<file path="src/common/frpa_map.vh">
// constants of the flash read, prefetch and arbitration block
// assumes inclusion by its bare name from the rtl files
`ifndef FRPA_MAP_VH
`define FRPA_MAP_VH

// access control register, byte address on the register bus
`define FRPA_ACR_ADDR 32'h40022000
`define FRPA_ACR_RESET 32'h00000030

// field positions inside the access control register
`define FRPA_LAT_LSB 0
`define FRPA_LAT_MSB 2
`define FRPA_HALF_BIT 3
`define FRPA_PFE_BIT 4
`define FRPA_PFS_BIT 5

// field reset values
`define FRPA_LAT_RESET 3'h0
`define FRPA_HALF_RESET 1'b0
`define FRPA_PFE_RESET 1'b1

// main array decode
`define FRPA_MAIN_BASE 32'h08000000
`define FRPA_PAGE_COUNT 256
`define FRPA_PAGE_BYTES 1024

// array read width in bits
`define FRPA_ARR_BITS 64

`endif

</file>
<file path="src/rtl/frpa_pfblock.v">
// one prefetch block: a 64-bit line, its dword address and its state
// assumes clk and asynchronous active-low rst_n of the main block
`timescale 1ns/1ns
module frpa_pfblock #(
  parameter DW_W = 15
) (
  // clock and reset
  input wire clk,
  input wire rst_n,
  // fill side
  input wire fill,
  input wire fill_used,
  input wire [DW_W-1:0] fill_dw,
  input wire [63:0] fill_data,
  // state control
  input wire consume,
  input wire flush,
  input wire inv,
  // contents
  output reg valid,
  output reg used,
  output reg [DW_W-1:0] dw,
  output reg [63:0] data
);

  // line storage, a fill wins over any clear
  always @(posedge clk or negedge rst_n) begin
    if (!rst_n) begin
      valid <= 1'b0;
      used <= 1'b0;
      dw <= {DW_W{1'b0}};
      data <= 64'h0;
    end else if (fill) begin
      valid <= 1'b1;
      used <= fill_used;
      dw <= fill_dw;
      data <= fill_data;
    end else begin
      if (inv) begin
        valid <= 1'b0;
      end
      if (consume || flush) begin
        used <= 1'b1;
      end
    end
  end

endmodule

</file>
<file path="src/rtl/frpa_top.v">
// flash read side: fetch port with two-block prefetch, data port,
// fixed-priority arbiter, access-time tuner and access control register
// assumes a 64-bit array answering at the end of the held read strobe,
// ports that hold a request until their ready pulse, and pin-level
// program/erase busy and low-power inputs from other clocking
`timescale 1ns/1ns
`include "frpa_map.vh"

module frpa_top #(
  parameter DW_W = 15
) (
  // clock and reset
  input wire CORE_CLK,
  input wire RST_N,
  // wishbone register slave
  input wire WB_CYC_I,
  input wire WB_STB_I,
  input wire WB_WE_I,
  input wire [31:0] WB_ADR_I,
  input wire [3:0] WB_SEL_I,
  input wire [31:0] WB_DAT_I,
  output wire [31:0] WB_DAT_O,
  output wire WB_ACK_O,
  // instruction fetch port
  input wire IF_REQ,
  input wire [31:0] IF_ADDR,
  output wire [31:0] IF_RDATA,
  output wire IF_READY,
  output wire IF_ERR,
  // literal and data port
  input wire DT_REQ,
  input wire [31:0] DT_ADDR,
  output wire [31:0] DT_RDATA,
  output wire DT_READY,
  output wire DT_ERR,
  // flash array
  output wire ARR_RD,
  output wire ARR_HALF,
  output wire [DW_W-1:0] ARR_ADDR,
  input wire [63:0] ARR_RDATA,
  // system status pins
  input wire PE_BUSY,
  input wire LOW_POWER
);

  // array state codes, one-hot
  localparam [1:0] ST_IDLE = 2'b01;
  localparam [1:0] ST_ACC = 2'b10;
  // owner codes of an array access, one-hot
  localparam [2:0] OWN_DT = 3'b001;
  localparam [2:0] OWN_IF = 3'b010;
  localparam [2:0] OWN_PF = 3'b100;
  localparam [31:0] MAIN_BYTES = `FRPA_PAGE_COUNT * `FRPA_PAGE_BYTES;
  localparam [31:0] MAIN_BASE = `FRPA_MAIN_BASE;
  localparam [31:0] ACR_ADDR = `FRPA_ACR_ADDR;

  // pin synchronisers
  reg pe_s1_q;
  reg pe_s2_q;
  reg lp_s1_q;
  reg lp_s2_q;
  // register bus
  reg wb_ack_q;
  reg [31:0] wb_dat_q;
  // access control fields
  reg [2:0] lat_q;
  reg half_q;
  reg pfe_q;
  reg pfs_q;
  // array sequencer
  reg [1:0] st_q;
  reg [1:0] st_d;
  reg [2:0] cnt_q;
  reg [2:0] cnt_d;
  reg [2:0] own_q;
  reg [2:0] own_d;
  reg [DW_W-1:0] acc_dw_q;
  reg [DW_W-1:0] acc_dw_d;
  // prefetch pointer
  reg [DW_W-1:0] pf_dw_q;
  reg [DW_W-1:0] pf_dw_d;
  reg pf_act_q;
  reg pf_act_d;
  // port answers
  reg if_ack_q;
  reg if_err_q;
  reg [31:0] if_dat_q;
  reg dt_ack_q;
  reg dt_err_q;
  reg [31:0] dt_dat_q;

  // address decode
  wire [31:0] if_off = IF_ADDR - MAIN_BASE;
  wire [31:0] dt_off = DT_ADDR - MAIN_BASE;
  wire if_in = if_off < MAIN_BYTES;
  wire dt_in = dt_off < MAIN_BYTES;
  wire [DW_W-1:0] if_dw = if_off[DW_W+2:3];
  wire [DW_W-1:0] dt_dw = dt_off[DW_W+2:3];
  wire stall = pe_s2_q | lp_s2_q;

  // prefetch block contents
  wire [1:0] blk_valid;
  wire [1:0] blk_used;
  wire [2*DW_W-1:0] blk_dw;
  wire [127:0] blk_data;
  wire [1:0] blk_free = ~blk_valid | blk_used;

  // buffer lookup for the fetch port
  wire if_idx = if_dw[0];
  wire [DW_W-1:0] hit_dw = if_idx ? blk_dw[2*DW_W-1:DW_W] : blk_dw[DW_W-1:0];
  wire [63:0] hit_line = if_idx ? blk_data[127:64] : blk_data[63:0];
  wire if_hit = pfe_q & blk_valid[if_idx] & (hit_dw == if_dw);

  // pending demands at the ports
  wire if_open = IF_REQ & ~if_ack_q;
  wire dt_open = DT_REQ & ~dt_ack_q;
  wire if_take_hit = if_open & if_in & if_hit & ~stall;
  wire if_need = if_open & if_in & ~if_hit & ~stall;
  wire dt_need = dt_open & dt_in & ~stall;
  wire pf_need = pfe_q & pf_act_q & blk_free[pf_dw_q[0]] & ~stall;

  // arbiter decisions in idle
  wire idle = st_q == ST_IDLE;
  wire gnt_dt = idle & dt_need;
  wire gnt_if = idle & if_need & ~dt_need;
  wire gnt_pf = idle & pf_need & ~dt_need & ~if_need;
  wire acc_done = (st_q == ST_ACC) & (cnt_q == 3'h0) & ~lp_s2_q;
  wire fill_ok = own_q[2] | (own_q[1] & pfe_q);
  wire [31:0] arr_word_if = IF_ADDR[2] ? ARR_RDATA[63:32] : ARR_RDATA[31:0];
  wire [31:0] arr_word_dt = DT_ADDR[2] ? ARR_RDATA[63:32] : ARR_RDATA[31:0];

  // level inputs from pins pass two flops
  always @(posedge CORE_CLK or negedge RST_N) begin
    if (!RST_N) begin
      pe_s1_q <= 1'b0;
      pe_s2_q <= 1'b0;
      lp_s1_q <= 1'b0;
      lp_s2_q <= 1'b0;
    end else begin
      pe_s1_q <= PE_BUSY;
      pe_s2_q <= pe_s1_q;
      lp_s1_q <= LOW_POWER;
      lp_s2_q <= lp_s1_q;
    end
  end

  // wishbone classic slave, one wait state, unmapped reads give zero
  always @(posedge CORE_CLK or negedge RST_N) begin
    if (!RST_N) begin
      wb_ack_q <= 1'b0;
      wb_dat_q <= 32'h0;
    end else begin
      wb_ack_q <= WB_CYC_I & WB_STB_I & ~wb_ack_q;
      if (WB_CYC_I && WB_STB_I && !wb_ack_q) begin
        if (WB_ADR_I[31:2] == ACR_ADDR[31:2]) begin
          wb_dat_q <= {26'h0, pfs_q, pfe_q, half_q, lat_q};
        end else begin
          wb_dat_q <= 32'h0;
        end
      end
    end
  end

  // access control fields, written at the edge that completes the cycle
  always @(posedge CORE_CLK or negedge RST_N) begin
    if (!RST_N) begin
      lat_q <= `FRPA_LAT_RESET;
      half_q <= `FRPA_HALF_RESET;
      pfe_q <= `FRPA_PFE_RESET;
      pfs_q <= `FRPA_PFE_RESET;
    end else begin
      pfs_q <= pfe_q; // status follows the live enable
      if (WB_CYC_I && WB_STB_I && wb_ack_q && WB_WE_I && WB_SEL_I[0] &&
          WB_ADR_I[31:2] == ACR_ADDR[31:2]) begin
        lat_q <= WB_DAT_I[`FRPA_LAT_MSB:`FRPA_LAT_LSB];
        half_q <= WB_DAT_I[`FRPA_HALF_BIT];
        pfe_q <= WB_DAT_I[`FRPA_PFE_BIT];
      end
    end
  end

  // two direct-mapped prefetch blocks
  genvar g;
  generate
    for (g = 0; g < 2; g = g + 1) begin : blk
      wire fill_g = acc_done & fill_ok & (acc_dw_q[0] == g);
      wire use_g = if_take_hit & (if_idx == g) & IF_ADDR[2];
      frpa_pfblock #(
        .DW_W(DW_W)
      ) u_blk (
        .clk(CORE_CLK),
        .rst_n(RST_N),
        .fill(fill_g),
        .fill_used(own_q[1] & IF_ADDR[2]),
        .fill_dw(acc_dw_q),
        .fill_data(ARR_RDATA),
        .consume(use_g),
        .flush(gnt_if), // a jump frees any stale line
        .inv(lp_s2_q | ~pfe_q),
        .valid(blk_valid[g]),
        .used(blk_used[g]),
        .dw(blk_dw[DW_W*g+DW_W-1:DW_W*g]),
        .data(blk_data[64*g+63:64*g])
      );
    end
  endgenerate

  // array sequencer next state: grant, hold, abort
  always @* begin
    st_d = st_q;
    cnt_d = cnt_q;
    own_d = own_q;
    acc_dw_d = acc_dw_q;
    case (st_q)
      ST_IDLE: begin
        if (gnt_dt || gnt_if || gnt_pf) begin
          st_d = ST_ACC;
          cnt_d = half_q ? 3'h0 : lat_q;
          if (gnt_dt) begin
            own_d = OWN_DT;
            acc_dw_d = dt_dw;
          end else if (gnt_if) begin
            own_d = OWN_IF;
            acc_dw_d = if_dw;
          end else begin
            own_d = OWN_PF;
            acc_dw_d = pf_dw_q;
          end
        end
      end
      ST_ACC: begin
        if (lp_s2_q) begin
          st_d = ST_IDLE;
          own_d = 3'h0;
        end else if (cnt_q == 3'h0) begin
          st_d = ST_IDLE;
          own_d = 3'h0;
        end else begin
          cnt_d = cnt_q - 3'h1;
        end
      end
      default: begin
        st_d = ST_IDLE;
        own_d = 3'h0;
      end
    endcase
  end

  // array sequencer registers
  always @(posedge CORE_CLK or negedge RST_N) begin
    if (!RST_N) begin
      st_q <= ST_IDLE;
      cnt_q <= 3'h0;
      own_q <= 3'h0;
      acc_dw_q <= {DW_W{1'b0}};
    end else begin
      st_q <= st_d;
      cnt_q <= cnt_d;
      own_q <= own_d;
      acc_dw_q <= acc_dw_d;
    end
  end

  // prefetch pointer starts one dword past a fetch miss and steps on each prefetch grant
  always @* begin
    pf_dw_d = pf_dw_q;
    pf_act_d = pf_act_q;
    if (lp_s2_q || !pfe_q) begin
      pf_act_d = 1'b0;
    end else if (gnt_if) begin
      pf_dw_d = if_dw + 1'b1;
      pf_act_d = 1'b1;
    end else if (gnt_pf) begin
      pf_dw_d = pf_dw_q + 1'b1;
    end
  end

  // prefetch pointer registers
  always @(posedge CORE_CLK or negedge RST_N) begin
    if (!RST_N) begin
      pf_dw_q <= {DW_W{1'b0}};
      pf_act_q <= 1'b0;
    end else begin
      pf_dw_q <= pf_dw_d;
      pf_act_q <= pf_act_d;
    end
  end

  // fetch port answer: buffer hit, array word, or decode error
  always @(posedge CORE_CLK or negedge RST_N) begin
    if (!RST_N) begin
      if_ack_q <= 1'b0;
      if_err_q <= 1'b0;
      if_dat_q <= 32'h0;
    end else begin
      if_ack_q <= 1'b0;
      if_err_q <= 1'b0;
      if (if_take_hit) begin
        if_ack_q <= 1'b1;
        if_dat_q <= IF_ADDR[2] ? hit_line[63:32] : hit_line[31:0];
      end else if (acc_done && own_q[1]) begin
        if_ack_q <= 1'b1;
        if_dat_q <= arr_word_if;
      end else if (if_open && !if_in) begin
        if_ack_q <= 1'b1;
        if_err_q <= 1'b1;
        if_dat_q <= 32'h0;
      end
    end
  end

  // data port answer straight from the array
  always @(posedge CORE_CLK or negedge RST_N) begin
    if (!RST_N) begin
      dt_ack_q <= 1'b0;
      dt_err_q <= 1'b0;
      dt_dat_q <= 32'h0;
    end else begin
      dt_ack_q <= 1'b0;
      dt_err_q <= 1'b0;
      if (acc_done && own_q[0]) begin
        dt_ack_q <= 1'b1;
        dt_dat_q <= arr_word_dt;
      end else if (dt_open && !dt_in) begin
        dt_ack_q <= 1'b1;
        dt_err_q <= 1'b1;
        dt_dat_q <= 32'h0;
      end
    end
  end

  // output drive
  assign WB_ACK_O = wb_ack_q;
  assign WB_DAT_O = wb_dat_q;
  assign IF_READY = if_ack_q;
  assign IF_ERR = if_err_q;
  assign IF_RDATA = if_dat_q;
  assign DT_READY = dt_ack_q;
  assign DT_ERR = dt_err_q;
  assign DT_RDATA = dt_dat_q;
  assign ARR_RD = st_q[1]; // strobe held through the whole access
  assign ARR_HALF = half_q;
  assign ARR_ADDR = acc_dw_q;

endmodule

</file>
<file path="config.mk">
export PLATFORM = sky130hd
export DESIGN_NAME = frpa_top
export DESIGN_NICKNAME = d
export VERILOG_FILES = /design/src/rtl/frpa_pfblock.v /design/src/rtl/frpa_top.v
export VERILOG_INCLUDE_DIRS = /design/src /design/src/common
export SDC_FILE = /design/constraint.sdc
export NUM_CORES = 1
export LEC_CHECK = 0
export ABC_AREA = 1
export BUFFER_PORTS_ARGS = -buffer_cell sky130_fd_sc_hd__buf_2
export CAP_MARGIN = 10
export CORE_MARGIN = 1
export CORE_UTILIZATION = 45
export CTS_CLUSTER_DIAMETER = 60
export DETAILED_ROUTE_END_ITERATION = 6
export GPL_ROUTABILITY_DRIVEN = 0
export GPL_TIMING_DRIVEN = 0
export PLACE_DENSITY = 0.79
export REMOVE_ABC_BUFFERS = 1
export SLEW_MARGIN = 20
export SYNTH_ARGS = -nofsm -noshare
export SYNTH_HDL_FRONTEND = slang
export SYNTH_SLANG_ARGS = --single-unit
</file>
<file path="constraint.sdc">
create_clock -name CORE_CLK -period 3.3 [get_ports CORE_CLK]
set_clock_uncertainty 0.1 [all_clocks]
set_input_delay 0.66 -clock CORE_CLK [delete_from_list [all_inputs] [get_ports CORE_CLK]]
set_output_delay 0.66 -clock CORE_CLK [all_outputs]
set_load 0.01 [all_outputs]
</file>
Yosys cells after proc, flatten, opt, wreduce, memory -nomap -nowiden
Index checks and enable logic that the tools add are counted.
{"block": "totals", "register_bits": 312, "inputBits": 205, "output_inout_bits": 118}
{"block": "op_classes", "add_sub_neg": 5, "magnitude_cmp": 4, "n_eq_ne": 8, "mux": 51, "bitwise_logic": 50, "reduce_logical": 33}
{"cell": "$mux W32", "n": 8}
{"cell": "$mux W15", "n": 5}
{"cell": "$lt A32 B19 Y1 const B", "n": 2}
{"cell": "$mux W64", "n": 1}
{"cell": "$sub A32 B28 Y32 const B", "n": 2}
{"cell": "$and A1 B1 Y1", "n": 33}
{"cell": "$add A15 B1 Y15 const B", "n": 2}
{"cell": "$eq A30 B29 Y1 const B", "n": 1}
{"cell": "$mux W3", "n": 9}
{"cell": "$mux W1", "n": 21}
{"cell": "$reduce_bool A2 Y1", "n": 8}
{"cell": "$eq A15 B15 Y1", "n": 1}
{"cell": "$not A1 Y1", "n": 12}
{"cell": "$pmux W3 S2", "n": 2}
{"cell": "$logic_and A1 B1 Y1", "n": 10}
{"cell": "$mux W2", "n": 3}
{"cell": "$mux W6", "n": 1}
{"cell": "$reduce_and A2 Y1", "n": 3}
{"cell": "$logic_or A1 B1 Y1", "n": 5}
{"cell": "$logic_not A1 Y1", "n": 4}
{"cell": "$lt A1 B2 Y1 const B", "n": 2}
{"cell": "$ne A2 B2 Y1 const B", "n": 2}
{"cell": "$pmux W2 S2", "n": 1}
{"cell": "$reduce_and A4 Y1", "n": 1}
{"cell": "10 further kinds", "n": 12}

Depth between registers and ports, before layout
Gate-level depths: netlist (run 1).
{"block": "logic_depth", "depth_word": 14, "ltp_mapped": 20}

Hierarchy
A second synthesis (run 1) with hierarchy kept.
{"block": "hier_totals", "hier_cells": 1942, "hier_area_um2": 14572.7}
{"mod": "frpa_top", "n_inst": 1, "cells_each": 1258, "area_each_um2": 8376.8, "seq_area_each_um2": 3106.7}
{"mod": "frpa_pfblock", "n_inst": 2, "cells_each": 342, "area_each_um2": 3098.0, "seq_area_each_um2": 2026.9}

Worst setup path before layout (run 1)
OpenSTA, ideal clock, no wires.
{"block": "synth_timing", "kind": "input port to flip-flop", "from": "input DT_ADDR[27]", "to": "register pf_dw_q[14]", "arrival_ns": 2.709, "required_ns": 3.083, "setup_slack_ns": 0.373, "path_stages": 16, "path_cell_list": "inv_1 > ha_1 > nand3_1 > nor2_1 > nand3_1 > nor2_1 > nor2_2 > clkbuf_1 > nand4_1 > nand2_1 > ha_1 > nand3_1 > nor2_2 > nand4_1 > nand3_1 > nand2_1"}
{"block": "synth_between", "elab_chain_cells": 9, "elab_cells_between_ends": 11}
{"element": "start: declaration", "line_no": "frpa_top.v:32", "source": "input wire [31:0] DT_ADDR,"}
{"element": "$sub A32 B28 Y32 *", "line_no": "frpa_top.v:94", "source": "wire [31:0] dt_off = DT_ADDR - MAIN_BASE;"}
{"element": "$lt A32 B19 Y1 *", "line_no": "frpa_top.v:96", "source": "wire dt_in = dt_off < MAIN_BYTES;"}
{"element": "$and A1 B1 Y1 * (2 in series)", "line_no": "frpa_top.v:119", "source": "wire dt_need = dt_open & dt_in & ~stall;"}
{"element": "$not A1 Y1 *", "line_no": "frpa_top.v:125, frpa_top.v:126"}
{"element": "$and A1 B1 Y1 (2 in series)", "line_no": "frpa_top.v:126", "source": "wire gnt_pf = idle & pf_need & ~dt_need & ~if_need;"}
{"element": "$reduce_bool A2 Y1 (no source line)"}
{"element": "$reduce_and A2 Y1 (no source line)"}
{"element": "end signal: assignment", "line_no": "frpa_top.v:281", "source": "pf_dw_q <= {DW_W{1'b0}};"}
{"element": "end signal: assignment", "line_no": "frpa_top.v:284", "source": "pf_dw_q <= pf_dw_d;"}
{"element": "end: declaration", "line_no": "frpa_top.v:80", "source": "reg [DW_W-1:0] pf_dw_q;"}
Mark *: on every way between the ends. The rest lies on a longest branch, timed or not.
A chain may end at the register's enable or synchronous reset.

Final worst setup path (run 1)
{"block": "layout_timing", "from": "input IF_ADDR[3]", "to": "register pf_dw_q[14]"}
{"block": "layout_between", "elab_chain_cells": 12, "elab_cells_between_ends": 20}
{"element": "start: declaration", "line_no": "frpa_top.v:26", "source": "input wire [31:0] IF_ADDR,"}
{"element": "$sub A32 B28 Y32 *", "line_no": "frpa_top.v:93", "source": "wire [31:0] if_off = IF_ADDR - MAIN_BASE;"}
{"element": "branches (longest 11 deep; another with $lt A32 B19 Y1)"}
Every way passes the cells marked *. The select of a mux whose other input is x is not followed.

==> metrics.csv, run 1 <==
metric;value;unit
cell taking the most area after synthesis;dfrtp_1;
setup ws final;0.1500;ns
failing checks;hold timing;
layout cells sized above 1;18.40;%
relative slew slack;20.52;%
Setup violations, final;0;
Root Buffer;clkbuf_16;
IO buf count;260;
Setup Crit Path Kind;input pin to flop;
Die Y-Extent;180.2;um
CORE AREA;30910;um^2
most frequent cell after synthesis;nand2_1;
class of the worst hold path;input pin to async pin;
Period minus WS final;3.150;ns
max-slew violation count;0;
worst path arrival time;3.55;ns
Synth Register Bits;286;
setup TNS;0;ns
Synth-to-Final Area Change;19.25;%
Clock Sinks;286;
antenna viol nets, final;0;
wire per inst;17.64;um
Post-Syn Area per Cell;7.879;um^2
drt pass-1 iters;5;
Post-synth top cells;nand2_1 (436), o21ai_0 (303), dfrtp_1 (283);
GRT Util Overall;26.30;%
I/O Pins;323;
Cells after Synth;1813;
Top FF cell, synth;dfrtp_1;
Detailed Place HPWL;27830;um
Synth async-reset ratio;100.0;%
area of the multi-input gates;6045;um^2
MaxCap Viol Count;0;
final hold vios;2;
Vias;13510;
FILL cells;2824;
PD cells;437.9;nW/um^2
# DRC;0;
sequential share of the synthesized area;50.13;%
synthesized cell area;14280;um^2
initial antenna violation count;2;
CP max FO;69;
CTS tree;done;
H-tree Lvls;1;
Synth cell types;43;
initial core utilization;46.22;%
critical path launch point type;input pin;
dpl ws;-1.503;ns
status;finished with violations;
Post-CTS Hold Fix Bufs;0;
CTS buffer count;31;
Worst Setup End Kind;flop;
placed cell area;15910;um^2
fin area;17040;um^2
static leakage;8.502;nW
FP Rows;64;
EDFF count, synth;0;
Yosys top cell area share;49.58;%
final WL;43070;um
vias in the first global route;13270;
Hold Slack;-0.007554;ns
Avg Vias per Cell;5.533;
Reg clk slew, reported paths;0.06;ns
global-route wire length before repair;68970;um
pin slew with the least headroom to its limit;1.184;ns
Critical Path RT;3.70;ns
FMAX;317.5;MHz
Synth Warn #;0;
worst skew pair latency;0.56;ns
die area;32460;um^2
Max VDD drop;0.3843;mV
pin count of the biggest net entering global routing;101;
gr ovfl total;0;
synth top area cells;dfrtp_1 (50%), nand2_1 (11%), o21ai_0 (11%), inv_1 (4.8%), nor2_1 (4.0%);
buffers from clock root to sink, at most;3;
FF/Latch Area;7161;um^2
period utilisation layout;95.46;%
1st-iter DRT viols;1259;
nets;2231;
Die W;180.2;um
[layout make-up]
| cell class | count | area share [%] |
|---|---|---|
| well taps | 396 | 2.909 |
| clock buffers | 48 | 5.398 |
| diodes | 1 | 0.01469 |
| clock inverters | 8 | 0.2497 |
| multi-input cells | 1242 | 35.48 |
| flip-flops and latches | 286 | 42.03 |
| repair buffers | 274 | 9.607 |
| inverters | 185 | 4.260 |
| repair inverters | 1 | 0.04407 |
[critical path, cell delays in order]
cell	delay, ns
buf_12	0.17
inv_16	0.29
nand2_1	0.11
o21ai_0	0.26
nand2_1	0.08
nor2_1	0.17
nand2_1	0.09
nor2_2	0.22
nand2_4	0.19
nand3_4	0.21
nand2_1	0.08
nand2_1	0.19
nand3_1	0.15
nor2_2	0.24
nand3_1	0.13
nand2_1	0.09
nand3_1	0.06
nand2_1	0.06
[registers in the layout (all words and copies together) (netlist names), 6 cells and up]
register        cells
blk.u_blk.data    128
blk.u_blk.dw       30
ARR_ADDR           15
pf_dw_q            15
DT_RDATA           32
WB_DAT_O            6
IF_RDATA           32
[repair_timing]
item	4_1_cts	5_1_grt
buffers inserted	2	1
gates resized for setup	15	11
hold endpoints to repair	0	0
cloned	3	0
setup endpoints to repair	175	147
pin swaps	3	1
[cell families (layout without fill, tap and decap cells)]
kind of cell	after synthesis	after routing	share of synthesized area, %
simple gates	740	742	21.61
compound gates	449	449	17.21
buf+inv	312	516	9.214
flops	286	286	50.13
mux	17	17	1.191
fa+ha+maj	5	5	0.4379
xor+xnor	3	3	0.1840
other cells	1	27	0.02625
[power breakdown]
| part | internal (W) | switching, W |
|---|---|---|
| logic | 0.000187 | 0.000397 |
| registers | 0.00354 | 0.0000203 |
| clock network | 0.00190 | 0.00141 |
| total | 0.00563 | 0.00183 |
[layer usage]
| layer | GRT usage, % | vias to the layer above | routed length [um] |
|---|---|---|---|
| met5 | 0 | - | 11 |
| met4 | 9.436 | 2 | 1312 |
| met3 | 3.961 | 89 | 3430 |
| met2 | 44.05 | 646 | 20320 |
| met1 | 34.66 | 6423 | 18000 |
| li1 | - | 6346 | - |
[metrics by stage]
| step | cells | power [W] | hold WS (ns) | utilization [%] |
|---|---|---|---|---|
| final | 2441 | 0.007460 | -0.007554 | 55.11 |
| after global placement | 2367 | 0.004173 | 0.2343 | 50.32 |
| after detailed placement | 2378 | 0.004199 | 0.2497 | 51.48 |
| after CTS | 2439 | 0.007509 | 0.02900 | 54.93 |
| after floorplan | 1711 | 0.003832 | 0.2312 | - |
| after global routing | 2441 | 0.007731 | 0.04469 | 55.11 |
[worst paths after layout]
check                           start                     to  depth (start not counted)  slack [ns]
max                        IF_ADDR[3]            pf_dw_q[14]                         18        0.15
min                             RST_N            WB_DAT_O[2]                          1      -0.008
max reg2reg                  cnt_q[0]            IF_RDATA[0]                         10        0.24
min in group CORE_CLK       LOW_POWER                lp_s1_q                          1        0.12
max in group asynchronous       RST_N  blk[1].u_blk.data[15]                          2        2.10
min reg2reg                   pe_s1_q                pe_s2_q                          0        0.26
[layout by cell type, fill, tap and decap left out, types with 10 or more instances in the layout]
master,n
conb_1,26
inv_1,176
o211ai_1,22
mux2i_1,17
nor2_2,10
nand2_1,433
o21ai_0,303
clkbuf_16,31
o221ai_1,15
nand3_1,82
a21oi_1,39
nand4_1,24
buf_2,258
a31oi_1,26
o22ai_1,24
dfrtp_1,283
nor2_1,147
Power figures use the tool's default switching activity.
==> run 2, diff against run 1 <==
CTS_BUF_LIST = sky130_fd_sc_hd__clkbuf_4 sky130_fd_sc_hd__clkbuf_8 sky130_fd_sc_hd__clkbuf_16   (was unset)
==> run 2 against run 1 <==
  * The run still ends with hold timing left
  * Clock power is 2% higher
  * Non-clock buffer count stayed put
  * Maximum frequency is 0.17% higher
  * Core utilization is 0.11 points higher
  * Combinational power hardly changed
==> metrics.csv, run 2 (synthesized netlist as in run 1, its figures left out) <==
metric;value;unit;change
status;finished with violations;;
failing checks;hold timing;;
GRT Util Overall;26.30;%;unchanged
max-slew violation count;0;;unchanged
FMAX;318.0;MHz;+0.17%
worst reg2reg path depth;10;;unchanged
buffers from clock root to sink, at most;3;;unchanged
Critical Path RT;3.69;ns;about the same
pin count of the biggest net entering global routing;101;;unchanged
Hold Slack;-0.007120;ns;+0.0004344 ns
r2r endpoint;IF_RDATA[0];;
Worst Setup End Kind;flop;;
Reg clk slew, reported paths;0.06;ns;about the same
Slowest-stage cell, CP;inv_16;;
critical path launch point type;input pin;;
FILL cells;2818;;-0.21%
# DRC;0;;unchanged
CORE AREA;30910;um^2;unchanged
class of the worst hold path;input pin to async pin;;
Sw Share;24.27;%;-0.27 points
final hold vios;2;;unchanged
Setup violations, final;0;;unchanged
CTS tree;done;;
most frequent cells in the layout;nand2_1 (433), o21ai_0 (303), dfrtp_1 (283), buf_2 (258), inv_1 (176);;
relative slew slack;23.04;%;+2.5 points
Largest register FFs;128;;unchanged
initial antenna violation count;2;;unchanged
CTS buffer count;31;;unchanged
Largest Register;blk.u_blk.data;;
Max VDD drop;0.3832;mV;-0.30%
Die W;180.2;um;unchanged
area of the multi-input gates;6045;um^2;unchanged
final WL;43030;um;about the same
FF/Latch Area;7161;um^2;unchanged
Overall Power;0.007531;W;+0.95%
Vias;13550;;+0.35%
nets;2231;;unchanged
CP top delay family;simple AND/OR/NAND/NOR gates;;
H-tree Lvls;1;;unchanged
clock network power share;44.9;%;+0.5 points
Psw;0.001828;W;-0.18%
global-route wire length before repair;68970;um;unchanged
Final Util;55.22;%;+0.11 points
most used cell, CP;nand2_1;;
Logic pwr share;7.8;%;about the same
wire per inst;17.63;um;about the same
most common cell after layout, fill and taps aside;nand2_1;;
Synth-to-Final Area Change;19.49;%;
CP bufs+invs;2;;unchanged
worst skew pair latency;0.56;ns;about the same
static leakage;8.532;nW;+0.36%
MaxCap Viol Count;0;;unchanged
layout cells sized above 1;18.84;%;+0.44 points
vias in the first global route;13270;;+0.015%
1st-iter DRT viols;1337;;+6.2%
FP Rows;64;;unchanged
Clock Sinks;286;;unchanged
Setup Crit Path Kind;input pin to flop;;
die area;32460;um^2;unchanged
Root Buffer;clkbuf_16;;
IO buf count;260;;unchanged
Period minus WS final;3.145;ns;-0.005254 ns
reg-to-reg startpoint;cnt_q[0];;
Sequential Power Share;47.3;%;-0.5 points
PD cells;441.2;nW/um^2;+0.75%
FF-to-FF setup slack;0.24;ns;about the same
gr ovfl total;0;;unchanged
initial core utilization;46.22;%;unchanged
pin slew with the least headroom to its limit;1.147;ns;-0.03759 ns
Pint;0.005703;W;+1.3%
CP peak stage delay;0.29;ns;about the same
antenna viol nets, final;0;;unchanged
worst path cell trace;buf_12 -> inv_16 -> nand2_1 -> o21ai_0 -> nand2_1 -> nor2_1 -> nand2_1 -> nor2_2 -> nand2_4 -> nand3_4 -> nand2_1 -> nand2_1 -> nand3_1 -> nor2_2 -> nand3_1 -> nand2_1 -> nand3_1 -> nand2_1;;
Avg Vias per Cell;5.552;;+0.35%
I/O Pins;323;;unchanged
worst path arrival time;3.54;ns;about the same
Detailed Place HPWL;27830;um;unchanged
CP max FO;69;;unchanged
drt pass-1 iters;7;;+2
period utilisation layout;95.30;%;-0.16 points
Die Y-Extent;180.2;um;unchanged
[run 2: final cells by class]
class,count,area share (%)
Timing Repair inverter,1,0.04398
Tap cell,396,2.903
Clock buffer,48,5.586
Clock inverter,8,0.2492
Sequential cell,286,41.95
Inverter,185,4.252
Antenna cell,1,0.01466
Multi-Input combinational cell,1242,35.41
Timing Repair Buffer,274,9.588
[run 2: what timing repair did]
item / 4_1_cts / 5_1_grt
pin swaps: 3 / 1
setup endpoints to repair: 175 / 147
gates cloned: 3 / 0
buffers inserted: 2 / 1
hold buffers: 0 / 0
resized for setup: 15 / 11
[run 2: layer usage]
metal	global-route usage, %	wire, um	part of all wire, %
met1	34.66	18080	42
met4	9.436	1349	3.1
met3	3.961	3474	8.1
met5	0	11	0.026
met2	44.05	20120	47
[run 2: through the flow]
stage               std cells  setup TNS (ns)  setup slack (ns)  instance area, um^2
floorplan                1711         -260.01            -2.368                13760
CTS                      2439       -0.005117         -0.005117                17010
detailed placement       2378         -118.19            -1.503                15910
global placement         2367        -2167.01            -6.399                15550
finish                   2441               0            0.1552                17070
global route             2441        -0.01074          -0.01074                17070
[run 2: how the worst max path moves through the flow]
| stage | cells past startpoint | startpoint | endpoint |
|---|---|---|---|
| 4_1_cts | 18 | IF_ADDR[3] | pf_dw_q[14] |
| 3_3_place_gp | 10 | cnt_q[0] | blk[0].u_blk.data[5] |
| 3_5_place_dp | 13 | IF_ADDR[3] | IF_RDATA[3] |
| 6_report | 18 | IF_ADDR[3] | pf_dw_q[14] |
| 2_1_floorplan | 12 | cnt_q[0] | blk[0].u_blk.used |
| 5_1_grt | 15 | IF_ADDR[27] | pf_dw_q[2] |
[run 2: power groups by stage]
stage	Clock, W	Sequential [W]	Combinational (W)
4_1_cts	0.00344	0.00356	0.000583
2_1_floorplan	0	0.00364	0.000190
3_5_place_dp	0	0.00363	0.000573
6_report	0.00338	0.00356	0.000584
3_3_place_gp	0	0.00363	0.000546
5_1_grt	0.00360	0.00357	0.000645
